### config.mk
export PLATFORM = sky130hd
export DESIGN_NAME = adc_fifo_control_register
export DESIGN_NICKNAME = d
export VERILOG_FILES = /design/src/inc/adc_ctrl_pkg.sv /design/src/logic/sync2.sv /design/src/logic/result_format.sv /design/src/logic/adc_fifo_control_register.sv
export VERILOG_INCLUDE_DIRS = /design/src /design/src/inc
export SDC_FILE = /design/constraint.sdc
export NUM_CORES = 1
export LEC_CHECK = 0
export BUFFER_PORTS_ARGS = -buffer_cell sky130_fd_sc_hd__buf_4
export CAP_MARGIN = 20
export CORE_AREA = 3 3 211 172
export CTS_CLUSTER_DIAMETER = 120
export CTS_CLUSTER_SIZE = 8
export DETAILED_ROUTE_END_ITERATION = 8
export DIE_AREA = 0 0 214 175
export SETUP_SLACK_MARGIN = 0.2
export SKIP_LAST_GASP = 1
export SLEW_MARGIN = 20
export SYNTH_ARGS = -nofsm -noshare
export SYNTH_HDL_FRONTEND = slang
export SYNTH_HIERARCHICAL = 1
export SYNTH_SLANG_ARGS = --single-unit
export TNS_END_PERCENT = 30
### constraint.sdc
create_clock -name clock -period 5.1 [get_ports clock]
set_clock_uncertainty 0.2 [all_clocks]
set_input_delay 0.51 -clock clock [delete_from_list [all_inputs] [get_ports clock]]
set_output_delay 0.51 -clock clock [all_outputs]
set_load 0.02 [all_outputs]
### src/inc/adc_ctrl_defs.svh
// Constants for the second converter control register and its result FIFO.
`ifndef ADC_CTRL_DEFS_SVH
`define ADC_CTRL_DEFS_SVH

// Bit positions of the second control register.
`define CR1_RESET_BIT      0
`define CR1_FIFO_BIT       1
`define CR1_THR_LO_BIT     2
`define CR1_THR_HI_BIT     3
`define CR1_PULSE_BIT      4
`define CR1_POL_BIT        5
`define CR1_RW_BIT         6
`define CR1_CODING_BIT     7
`define CR1_CAL_BIT        8
`define CR1_ECHO_BIT       9
// Data pin 10 selects which control register a write goes to.
`define REG_SEL_BIT        10

// Reset value of the stored fields, bits 9 down to 2.
`define CR1_CFG_RESET      8'h0c

// Result FIFO geometry, control register and data bus widths.
`define FIFO_DEPTH         16
`define FIFO_PTR_W         4
`define FIFO_CNT_W         5
`define RESULT_W           12
`define CR_W               10
`define DBUS_W             11

// Conversion clock edges after a software reset before the first result.
`define SETTLE_CYCLES      3'h5

// Midscale code, used to turn the calibration result into a signed error.
`define MIDSCALE           12'h800

`endif

### src/inc/adc_ctrl_pkg.sv
// Types shared by the converter control register block.
`default_nettype none
package adc_ctrl_pkg;

   // Stored fields of the second control register, bit 9 down to bit 2.
   typedef struct packed {
      logic       echo;
      logic       cal;
      logic       coding;
      logic       rw_comb;
      logic       pol;
      logic       pulse;
      logic [1:0] thr;
   } cfg_s;

   // Host pins and timing clocks as they arrive from outside the clock domain.
   typedef struct packed {
      logic        cs0_n;
      logic        cs1;
      logic        rd_n;
      logic        wr_n;
      logic        conversion_clock;
      logic        osc_clock;
      logic [10:0] data;
   } pins_s;

   // A converted result on its way to the FIFO.
   typedef struct packed {
      logic        valid;
      logic [11:0] value;
   } result_s;

endpackage
`default_nettype wire

### src/logic/sync2.sv
// Two flip-flop synchroniser for a vector of asynchronous pins.
`timescale 1ns/1ns
`default_nettype none
module sync2 #(
   parameter int WIDTH = 1
) (
   // Clock and reset.
   input  wire logic             clock,
   input  wire logic             reset_n,
   // Pins in, synchronised copy out.
   input  wire logic [WIDTH-1:0] async_in,
   output logic      [WIDTH-1:0] sync_out
);

   typedef struct packed {
      logic [WIDTH-1:0] first;
      logic [WIDTH-1:0] second;
   } sync_state_s;

   sync_state_s st_r;
   sync_state_s st_nxt;

   // Only the second stage reads the first one.
   always_comb begin
      st_nxt        = st_r;
      st_nxt.first  = async_in;
      st_nxt.second = st_r.first;
   end

   always_ff @(posedge clock or negedge reset_n) begin
      if (!reset_n) begin
         st_r <= '0;
      end else begin
         st_r <= st_nxt;
      end
   end

   assign sync_out = st_r.second;

endmodule
`default_nettype wire

### src/logic/result_format.sv
// Offset correction and output coding of one conversion result.
`timescale 1ns/1ns
`default_nettype none
`include "adc_ctrl_defs.svh"
module result_format
   import adc_ctrl_pkg::*;
(
   // Clock and reset.
   input  wire logic          clock,
   input  wire logic          reset_n,
   // Raw straight-binary result and its correction.
   input  wire logic          raw_valid,
   input  wire logic [11:0]   raw_value,
   input  wire logic [11:0]   offset_err,
   input  wire logic          coding_bin,
   // Corrected result.
   output result_s            result
);

   result_s         st_r;
   result_s         st_nxt;
   logic signed [13:0] diff;

   // The error is signed, so the subtraction is clamped rather than allowed to wrap.
   always_comb begin
      st_nxt       = st_r;
      diff         = $signed({2'b00, raw_value}) - $signed({{2{offset_err[11]}}, offset_err});
      st_nxt.valid = raw_valid;
      if (raw_valid) begin
         if (diff < 0) begin
            st_nxt.value = 12'h000;
         end else if (diff > 14'sh0fff) begin
            st_nxt.value = 12'hfff;
         end else begin
            st_nxt.value = diff[11:0];                             // [RQ17]
         end
         if (!coding_bin) begin
            st_nxt.value[11] = ~st_nxt.value[11];                   // [RQ15]
         end
      end
   end

   always_ff @(posedge clock or negedge reset_n) begin
      if (!reset_n) begin
         st_r <= '0;
      end else begin
         st_r <= st_nxt;
      end
   end

   assign result = st_r;

endmodule
`default_nettype wire

### src/logic/adc_fifo_control_register.sv
// Second converter control register with result FIFO, strobe decode and samples-ready.
`timescale 1ns/1ns
`default_nettype none
`include "adc_ctrl_defs.svh"
// Behaviour
// RQ1: Reset bit restores registers, FIFO, offset.
// RQ2: First result five clocks after reset.
// RQ3: Bit 1 reads back FIFO overflow.
// RQ4: Overflow flag clears after register read.
// RQ5: Writing bit 1 clears the FIFO.
// RQ6: Bits 3:2 pick threshold for samples-ready.
// RQ7: Threshold depends on scanned channel count.
// RQ8: One channel: 1, 4, 8, 14.
// RQ9: Two channels: 2, 4, 8, 12.
// RQ10: Three: 3,6,9,12; four: 4,8,12.
// RQ11: Bit 4 selects level or pulse.
// RQ12: Bit 5 selects polarity, resets high.
// RQ13: Bit 6 set: write pin is direction.
// RQ14: Bit 6 clear: separate read, write pins.
// RQ15: Bit 7 selects two's complement or binary.
// RQ16: Bit 8 calibrates offset from zeroed inputs.
// RQ17: Stored offset subtracted from later results.
// RQ18: Bit 9: reads echo register 0, 1.
// RQ19: Host reinitialises to leave echo mode.
// RQ20: Level clears on first read, rearms later.
// RQ21: Pulse half clock, next after batch read.
// RQ22: Reset bit wins over other written bits.
// RQ23: Host avoids reserved four-channel threshold code.
module adc_fifo_control_register
   import adc_ctrl_pkg::*;
(
   // Clock and reset.
   input  wire logic          clock,
   input  wire logic          reset_n,
   // Host bus pins, asynchronous.
   input  wire logic          cs0_n,
   input  wire logic          cs1,
   input  wire logic          rd_n,
   input  wire logic          wr_n,
   input  wire logic [10:0]   data_in,
   output logic      [11:0]   data_out,
   output logic               data_oe,
   output logic               samples_ready_out,
   // Timing clocks, asynchronous.
   input  wire logic          conversion_clock,
   input  wire logic          osc_clock,
   // Converter core, same clock.
   input  wire logic          single_conv_mode,
   input  wire logic [1:0]    scan_channels,
   input  wire logic          sample_valid,
   input  wire logic [11:0]   sample_raw,
   output logic               force_zero_inputs,
   // First control register, kept elsewhere.
   input  wire logic [9:0]    ctrl0_value,
   output logic               ctrl0_write,
   output logic      [9:0]    ctrl0_data,
   output logic               soft_reset_out
);

   typedef struct packed {
      cfg_s                                      cfg;
      logic                                      ovf;
      logic [`FIFO_DEPTH-1:0][`RESULT_W-1:0]     mem;
      logic [`FIFO_PTR_W-1:0]                    wptr;
      logic [`FIFO_PTR_W-1:0]                    rptr;
      logic [`FIFO_CNT_W-1:0]                    count;
      logic                                      prev_rd;
      logic                                      prev_wr;
      logic                                      prev_tclk;
      logic                                      prev_cclk;
      logic                                      active;
      logic                                      armed;
      logic [`FIFO_CNT_W-1:0]                    reads_left;
      logic [2:0]                                settle;
      logic [`RESULT_W-1:0]                      offset;
      logic                                      echo_second;
      logic [`RESULT_W-1:0]                      dout;
      logic                                      doe;
      logic                                      rdy_out;
      logic                                      soft_rst;
      logic                                      reg0_wr;
      logic [`CR_W-1:0]                          reg0_data;
   } ctrl_state_s;

   ctrl_state_s st_r;
   ctrl_state_s st_nxt;
   pins_s       pins_async;
   pins_s       pins;
   result_s     result;
   logic        cs_act;
   logic        rd_act;
   logic        wr_act;
   logic        rd_start;
   logic        wr_end;
   logic        tclk_sel;
   logic        cclk_rise;
   logic        raw_ok;
   logic        push;
   logic        pop;
   logic [`FIFO_CNT_W-1:0] thr_count;

   // Threshold in stored results for a code and a channel count (0 means one channel).
   function automatic logic [`FIFO_CNT_W-1:0] threshold_count(input logic [1:0] code,
                                                              input logic [1:0] nch);
      logic [`FIFO_CNT_W-1:0] t;
      t = 5'h0c;
      case (nch)                                                     // [RQ7]
         2'h0: case (code)                                           // [RQ8]
            2'h0:    t = 5'h01;
            2'h1:    t = 5'h04;
            2'h2:    t = 5'h08;
            default: t = 5'h0e;
         endcase
         2'h1: case (code)                                           // [RQ9]
            2'h0:    t = 5'h02;
            2'h1:    t = 5'h04;
            2'h2:    t = 5'h08;
            default: t = 5'h0c;
         endcase
         2'h2: case (code)                                           // [RQ10]
            2'h0:    t = 5'h03;
            2'h1:    t = 5'h06;
            2'h2:    t = 5'h09;
            default: t = 5'h0c;
         endcase
         default: case (code)                                        // [RQ10]
            2'h0:    t = 5'h04;
            2'h1:    t = 5'h08;
            // The reserved code behaves as the largest legal level.
            default: t = 5'h0c;                                      // [RQ23]
         endcase
      endcase
      return t;
   endfunction

   assign pins_async = '{cs0_n: cs0_n, cs1: cs1, rd_n: rd_n, wr_n: wr_n,
                         conversion_clock: conversion_clock, osc_clock: osc_clock,
                         data: data_in};

   sync2 #(
      .WIDTH    ($bits(pins_s))
   ) pin_sync (
      .clock    (clock),
      .reset_n  (reset_n),
      .async_in (pins_async),
      .sync_out (pins)
   );

   // Results are corrected one cycle before they reach the FIFO.
   result_format fmt (
      .clock      (clock),
      .reset_n    (reset_n),
      .raw_valid  (raw_ok && !st_r.cfg.cal),
      .raw_value  (sample_raw),
      .offset_err (st_r.offset),
      .coding_bin (st_r.cfg.coding),
      .result     (result)
   );

   // Strobe decode.
   always_comb begin
      cs_act = !pins.cs0_n && pins.cs1;
      if (st_r.cfg.rw_comb) begin
         rd_act = cs_act && pins.wr_n;                               // [RQ13]
         wr_act = cs_act && !pins.wr_n;                              // [RQ13]
      end else begin
         rd_act = cs_act && !pins.rd_n && pins.wr_n;                 // [RQ14]
         wr_act = cs_act && !pins.wr_n && pins.rd_n;                 // [RQ14]
      end
   end

   assign rd_start  = rd_act && !st_r.prev_rd;
   // Data is taken at the end of the strobe so that it has settled through the synchroniser.
   assign wr_end    = !wr_act && st_r.prev_wr;
   assign tclk_sel  = single_conv_mode ? pins.osc_clock : pins.conversion_clock;
   assign cclk_rise = pins.conversion_clock && !st_r.prev_cclk;
   assign raw_ok    = sample_valid && (st_r.settle == 3'h0);         // [RQ2]
   assign thr_count = threshold_count(st_r.cfg.thr, scan_channels);

   always_comb begin
      st_nxt           = st_r;
      st_nxt.prev_rd   = rd_act;
      st_nxt.prev_wr   = wr_act;
      st_nxt.prev_tclk = tclk_sel;
      st_nxt.prev_cclk = pins.conversion_clock;
      st_nxt.soft_rst  = 1'b0;
      st_nxt.reg0_wr   = 1'b0;
      st_nxt.doe       = rd_act;
      push             = 1'b0;
      pop              = 1'b0;

      if (cclk_rise && st_r.settle != 3'h0) begin
         st_nxt.settle = st_r.settle - 3'h1;                         // [RQ2]
      end

      // Offset calibration: the zeroed-input conversion becomes the stored error.
      if (raw_ok && st_r.cfg.cal) begin
         st_nxt.offset      = sample_raw ^ `MIDSCALE;                // [RQ16]
         st_nxt.cfg.cal     = 1'b0;
      end

      // Host read.
      if (rd_start) begin
         if (st_r.cfg.echo) begin
            st_nxt.echo_second = !st_r.echo_second;                  // [RQ18]
            if (!st_r.echo_second) begin
               st_nxt.dout = {2'b00, ctrl0_value};                   // [RQ18]
            end else begin
               st_nxt.dout = {2'b00, st_r.cfg, st_r.ovf, 1'b0};      // [RQ3]
               st_nxt.ovf  = 1'b0;                                   // [RQ4]
            end
         end else begin
            st_nxt.dout = st_r.mem[st_r.rptr];
            pop         = (st_r.count != '0);
         end
         if (st_r.reads_left != '0) begin
            st_nxt.reads_left = st_r.reads_left - 5'h01;
            st_nxt.armed      = (st_r.reads_left == 5'h01);          // [RQ20]
         end
         if (!st_r.cfg.pulse) begin
            st_nxt.active = 1'b0;                                    // [RQ20]
         end
      end

      // Pulse ends at the next edge of the selected timing clock, half its period.
      if (st_r.cfg.pulse && st_r.active && tclk_sel != st_r.prev_tclk) begin
         st_nxt.active = 1'b0;                                       // [RQ21]
      end

      // FIFO push and pop; a push into a full FIFO with no pop in the same cycle is dropped and flagged.
      if (result.valid) begin
         if (st_r.count == 5'(`FIFO_DEPTH) && !pop) begin
            st_nxt.ovf = 1'b1;                                       // [RQ3]
         end else begin
            push = 1'b1;
         end
      end
      if (push) begin
         st_nxt.mem[st_r.wptr] = result.value;
         st_nxt.wptr           = st_r.wptr + 4'h1;
      end
      if (pop) begin
         st_nxt.rptr = st_r.rptr + 4'h1;
      end
      st_nxt.count = st_r.count + {4'h0, push} - {4'h0, pop};

      // Threshold reached while armed: signal one batch.
      if (st_r.armed && st_nxt.count >= thr_count) begin
         st_nxt.active     = 1'b1;                                   // [RQ6]
         st_nxt.armed      = 1'b0;                                   // [RQ21]
         st_nxt.reads_left = thr_count;
      end

      // Host write.
      if (wr_end) begin
         if (!pins.data[`REG_SEL_BIT]) begin
            st_nxt.reg0_wr   = 1'b1;
            st_nxt.reg0_data = pins.data[`CR_W-1:0];
         end else if (pins.data[`CR1_RESET_BIT]) begin
            // Reset takes priority over every other bit of the same word.
            st_nxt             = '0;                                 // [RQ22]
            st_nxt.cfg         = `CR1_CFG_RESET;                     // [RQ1]
            st_nxt.armed       = 1'b1;
            st_nxt.settle      = `SETTLE_CYCLES;                     // [RQ2]
            st_nxt.soft_rst    = 1'b1;                               // [RQ1]
            st_nxt.prev_rd     = rd_act;
            st_nxt.prev_tclk   = tclk_sel;
            st_nxt.prev_cclk   = pins.conversion_clock;
         end else begin
            st_nxt.cfg.thr     = pins.data[`CR1_THR_HI_BIT:`CR1_THR_LO_BIT];  // [RQ6]
            st_nxt.cfg.pulse   = pins.data[`CR1_PULSE_BIT];          // [RQ11]
            st_nxt.cfg.pol     = pins.data[`CR1_POL_BIT];            // [RQ12]
            st_nxt.cfg.rw_comb = pins.data[`CR1_RW_BIT];             // [RQ13]
            st_nxt.cfg.coding  = pins.data[`CR1_CODING_BIT];         // [RQ15]
            st_nxt.cfg.echo    = pins.data[`CR1_ECHO_BIT];           // [RQ18]
            if (pins.data[`CR1_CAL_BIT]) begin
               st_nxt.cfg.cal = 1'b1;                                // [RQ16]
            end
            if (pins.data[`CR1_ECHO_BIT] && !st_r.cfg.echo) begin
               st_nxt.echo_second = 1'b0;
            end
            if (pins.data[`CR1_FIFO_BIT]) begin
               // A clear never sets the overflow flag; a lost push still does.
               st_nxt.wptr       = '0;                               // [RQ5]
               st_nxt.rptr       = '0;                               // [RQ5]
               st_nxt.count      = '0;                               // [RQ5]
               st_nxt.armed      = 1'b1;
               st_nxt.active     = 1'b0;
               st_nxt.reads_left = '0;
            end
         end
      end

      st_nxt.rdy_out = st_nxt.cfg.pol ? st_nxt.active : !st_nxt.active;  // [RQ12]
   end

   always_ff @(posedge clock or negedge reset_n) begin
      if (!reset_n) begin
         st_r         <= '0;
         st_r.cfg     <= `CR1_CFG_RESET;
         st_r.armed   <= 1'b1;
         st_r.rdy_out <= 1'b0;
      end else begin
         st_r <= st_nxt;
      end
   end

   assign data_out          = st_r.dout;
   assign data_oe           = st_r.doe;
   assign samples_ready_out = st_r.rdy_out;
   assign force_zero_inputs = st_r.cfg.cal;                          // [RQ16]
   assign ctrl0_write       = st_r.reg0_wr;
   assign ctrl0_data        = st_r.reg0_data;
   assign soft_reset_out    = st_r.soft_rst;

endmodule
`default_nettype wire

## After elaboration in Yosys (flattened, before gate mapping)

Index checks and enable logic that the tools add are counted.
Widths: inputs -> output; s select.

| cells by class | value |
|---|---|
| add/sub/neg operators | 7 |
| equal/unequal tests | 8 |
| bitwise operators | 2 |
| reductions and logical operators | 38 |
| multiplexer cells | 56 |
| $lt $le $gt $ge | 6 |

Operators by type and width:

| cell | count |
|---|---|
| $mux 266 | 1 |
| $mux 255 | 1 |
| $mux 196 | 1 |
| $mux 193 | 1 |
| $bwmux 192 | 1 |
| $mux 12 | 7 |
| $bmux 12 s4 | 1 |
| $demux 12 s4 | 1 |
| $mux 13 | 3 |
| $pmux 4 s3 | 3 |
| $mux 7 | 4 |
| $mux 26 | 1 |
| $mux 1 | 21 |
| $logic_and 1x1->1 | 19 |
| $mux 15 | 1 |
| $pmux 5 s3 | 1 |
| $gt 14x13->1 const B | 1 |
| $lt 14x1->1 const B | 1 |
| $sub 13x12->14 | 1 |
| $logic_not 1->1 | 11 |
| $mux 11 | 1 |
| $lt 4x5->1 const B | 2 |
| $mux 10 | 1 |
| $reduce_bool 5->1 | 2 |
| 23 further kinds | 30 |

| storage, ports and cells | value |
|---|---|
| word-level logic and storage cells | 164 |
| register bits | 314 |
| output and inout port bits | 27 |

## Logic depth before layout (Yosys ltp)

| logic depth | value |
|---|---|
| depth in word-level cells | 22 |
| depth in mapped cells | 18 |
| mapped depth without buffers | 18 |

## Hierarchy

The synthesis kept the hierarchy.

Modules (own cells, without submodules):

| module | area each (um^2) | cells each | seq. area each (um^2) | times used |
|---|---|---|---|---|
| adc_fifo_control_register | 13226.4 | 1284 | 6685.2 | 1 |
| result_format | 1321.3 | 157 | 325.3 | 1 |
| sync2 | 850.8 | 34 | 850.8 | 1 |

## Least setup slack after synthesis

Ideal clock, no wire load.

| path | value |
|---|---|
| path type | register -> register |
| start point | register st_r[52] (netlist bit) |
| end point | register st_r (netlist bit samples_ready_out) |
| path buffers | 0 |
| data arrival time | 3.995 ns |
| stages on the path, launching flop included | 17 |
| clock period less this slack | 4.331 ns |
| path slack | 0.769 ns |
| cell sequence | dfrtp_1 > or3b_1 > or3_1 > nor3_2 > ha_1 > inv_1 > ha_1 > inv_1 > fa_1 > xnor2_1 > ha_1 > nand2_1 > o21ai_0 > o31ai_1 > a31oi_1 > o21ai_0 > xor2_1 |

RTL lines:

| item | RTL line | text |
|---|---|---|
| start, declared | adc_fifo_control_register.sv:85 | `ctrl_state_s st_r;` |
| start signal, assigned | adc_fifo_control_register.sv:304 | `st_r <= st_nxt;` |

==> metrics <==
Final Util=51.3%; post-route ant nets=0; Final Worst Setup Slack=0.567 ns; Skew-Pair Late Insertion Delay=0.56 ns; ratio of final minimum period to clock period=88.9%; largest net degree at the start of global routing=118; metal2 WL=18100 um; Post-Layout Cell Count=2001; die area=37500 sq um; TNS Setup=0 ns; vias in the first global route=11400; syn_area_per_cell=10.4 sq um; Syn-to-layout area delta=14.8%; Synth area leaders=dfrtp_1 51%, mux4_2 7.3%, mux2i_1 6.9%, a21oi_1 4.8%, nand2_1 4.4%; total power=9.25 mW; CP cell instances=or3b_1, or3_1, nor3_2, ha_1, inv_1, ha_1, inv_1, fa_1, xnor2_1, ha_1, nand2_1, o21ai_0, o31ai_1, a31oi_1, buf_4, o21ai_0, xor2_1; Mapped Area=15400 sq um; crit path time final=4.53 ns; chip height=175 um; Worst setup SP type=flop; CP peak stage delay=0.44 ns; Worst EP arrival=4.75 ns; register area=7870 sq um; number of synthesized flops with an enable pin=0; FF+latch count, synth=314; clock transition at the registers of the reported paths=0.05 ns; # fillers=3059; setup violators final=0; IR drop worst, VDD=0.277 mV; Via Count=11300; area of the multi-input gates=6750 sq um; post-route cell area=17700 sq um; RSZ-0062 raised after global routing=false; Post-Route M1 WL=19400 um; Top Metal Used=met4; Fmax=0.221 GHz; CTS H-tree lvls=2; Synth Flop Type=dfrtp_1; # nets final=1594; DP Wirelength=25800 um; status=finished, final reports clean; row count=61; CP most frequent cell=ha_1; Yosys cell types=68; CP required=5.31 ns; Post-Place Cell Area=16200 sq um; Die X=214 um; Post-CTS Resized=0; Synth Net Count=1553; Initial Util=44.7%; worst setup path start=pin_sync/sync_out[16]; Synth top area share=50.5%; DR WL/cell=20.4 um; Place WS=0.671 ns; TritonCTS buffer count=45; Slew @ Worst Pin=1.09 ns; Antenna Cells=0; I/O Pins=72; Placed Cells=1921; critical path's slowest cell=or3b_1; layout cell share with drive strength beyond 1=15.4%; Pre-Repair DR Iteration Count=5; Total GRT Usage=21.8%; antenna violations before repair=0; setup slack, reg-to-reg=0.57 ns; Max-Cap Viols=0; WHS=0.0197 ns; LEAKAGE=7.68 nW; CP endpoint kind=flop; crit path kind=reg2reg; r2r startpoint=pin_sync/sync_out[16]; drt drc=0; max-slew violations=0; Core Region=34400 sq um; Critical Path Fanout Max=10; Port-buffer cells=71; postcts setup bufs=0; Root Buffer=clkbuf_16; Synth async-reset ratio=100%; CTS Hold Buffers Added=20; Slew headroom=26.8%; routed wire length=40900 um; cell count after synthesis=1475; CTS tree=done; power per cell area=523 nW/um^2; met3 WL=2730 um; hold path start=sample_raw[5]; final RePlAce weighted congestion=0.822; Hold WC Path Type=in2reg; sequential-to-total area share from yosys stat=51.1%; via/cell ratio=5.65; deepest clock path buffer count=3; Overflow after GRT=0; first-pass GRT wire length=65500 um; synth warn=6; DRT iter0 DRCs=970; largest area contributor in the netlist=dfrtp_1; final hold vios=0; clock tree sinks=314
worst max-delay path: cells and delay by family, from the launching register on:
kind	cells	cell delay (ns)
DFF	1	0.37
buffers and inverters	3	0.32
and+or+nand+nor	4	1.25
AOI/OAI and AO/OA	4	0.73
xor gates and xnor gates	2	0.36
adders and majority gates	4	1.18
synth_stat cells, drive strengths merged (2+ instances only):
library cell,n
a211oi,14
nor2,140
dfrtp,311
clkbuf,87
mux4,50
dfstp,3
or4,2
nand2b,3
or3,3
a311oi,4
a32o,2
xor2,7
and3,3
o21ai,135
ha,31
nand2,180
o31ai,4
nor3b,6
a21boi,2
a31o,2
nor3,15
nand3,11
a222oi,2
and2,5
fa,2
o211ai,3
mux2,8
o2111ai,2
o21a,3
buf,43
nor2b,8
a22o,10
o22ai,11
inv,51
a22oi,12
nand3b,6
xnor2,14
a31oi,3
a21oi,148
a21o,6
mux2i,106
o311ai,2
where the power goes:
part           internal, mW  leakage [nW]  switching [mW]
combinational          1.26          2.92            1.49
clock                  1.62         0.601            1.07
sequential             3.05          4.16           0.761
per-layer routing:
layer	GRT usage (%)	vias up
met5	0	-
met4	5.24	0
met3	5.22	46
met2	32.5	306
met1	32.4	5730
li1	-	5221
state kept, by name, summed over array words and instances (netlist names), 10 cells and up:
| signal | cells |
|---|---|
| pin_sync/sync_out | 17 |
| fmt/result | 13 |
| pin_sync/st_nxt | 17 |
| data_out | 12 |
| ctrl0_data | 10 |
| st_r | 240 |
kinds of logic after synthesis:
logic type	Yosys count	synth area share, %
buf+inv	182	5.18
mux	164	14.8
compound gates	373	14.2
fa+ha+maj	33	2.78
flops	314	51.1
simple gates	388	10.8
xor+xnor	21	1.19
final cells by class:
type | instances | area share (%)
Clock buffer | 57 | 6.75
Clock inverter | 3 | 0.255
Inverter | 52 | 1.13
Multi-Input combinational cell | 979 | 38.2
Sequential cell | 314 | 44.5
Tap cell | 472 | 3.34
Timing Repair Buffer | 124 | 5.81
cell usage in the layout, fill, tap and decap left out, types with 5 or more instances in the layout:
cell type      instances
dfrtp_1              309
nand2_1              178
a21oi_1              147
nor2_1               138
o21ai_0              133
mux2i_1              106
buf_4                100
inv_1                 50
mux4_2                50
clkbuf_16             46
ha_1                  31
dlygate4sd3_1         20
nor3_1                14
xnor2_1               14
a211oi_1              13
a22oi_1               12
o22ai_1               11
clkbuf_1              11
nand3_1               10
a22o_1                10
nor2b_1                8
mux2_2                 8
xor2_1                 7
nand3b_1               6
a21o_1                 6
and2_1                 5
final timing paths:
check / to / depth (start not counted)
worst max-delay path: samples_ready_out / 17
worst max register to register: samples_ready_out / 17
worst min-delay path: st_r[32] / 3
min in group asynchronous: st_r[223] / 2
worst min register to register: pin_sync/sync_out[4] / 0
max in group asynchronous: st_r[110] / 3
Power figures use the tool's default switching activity.
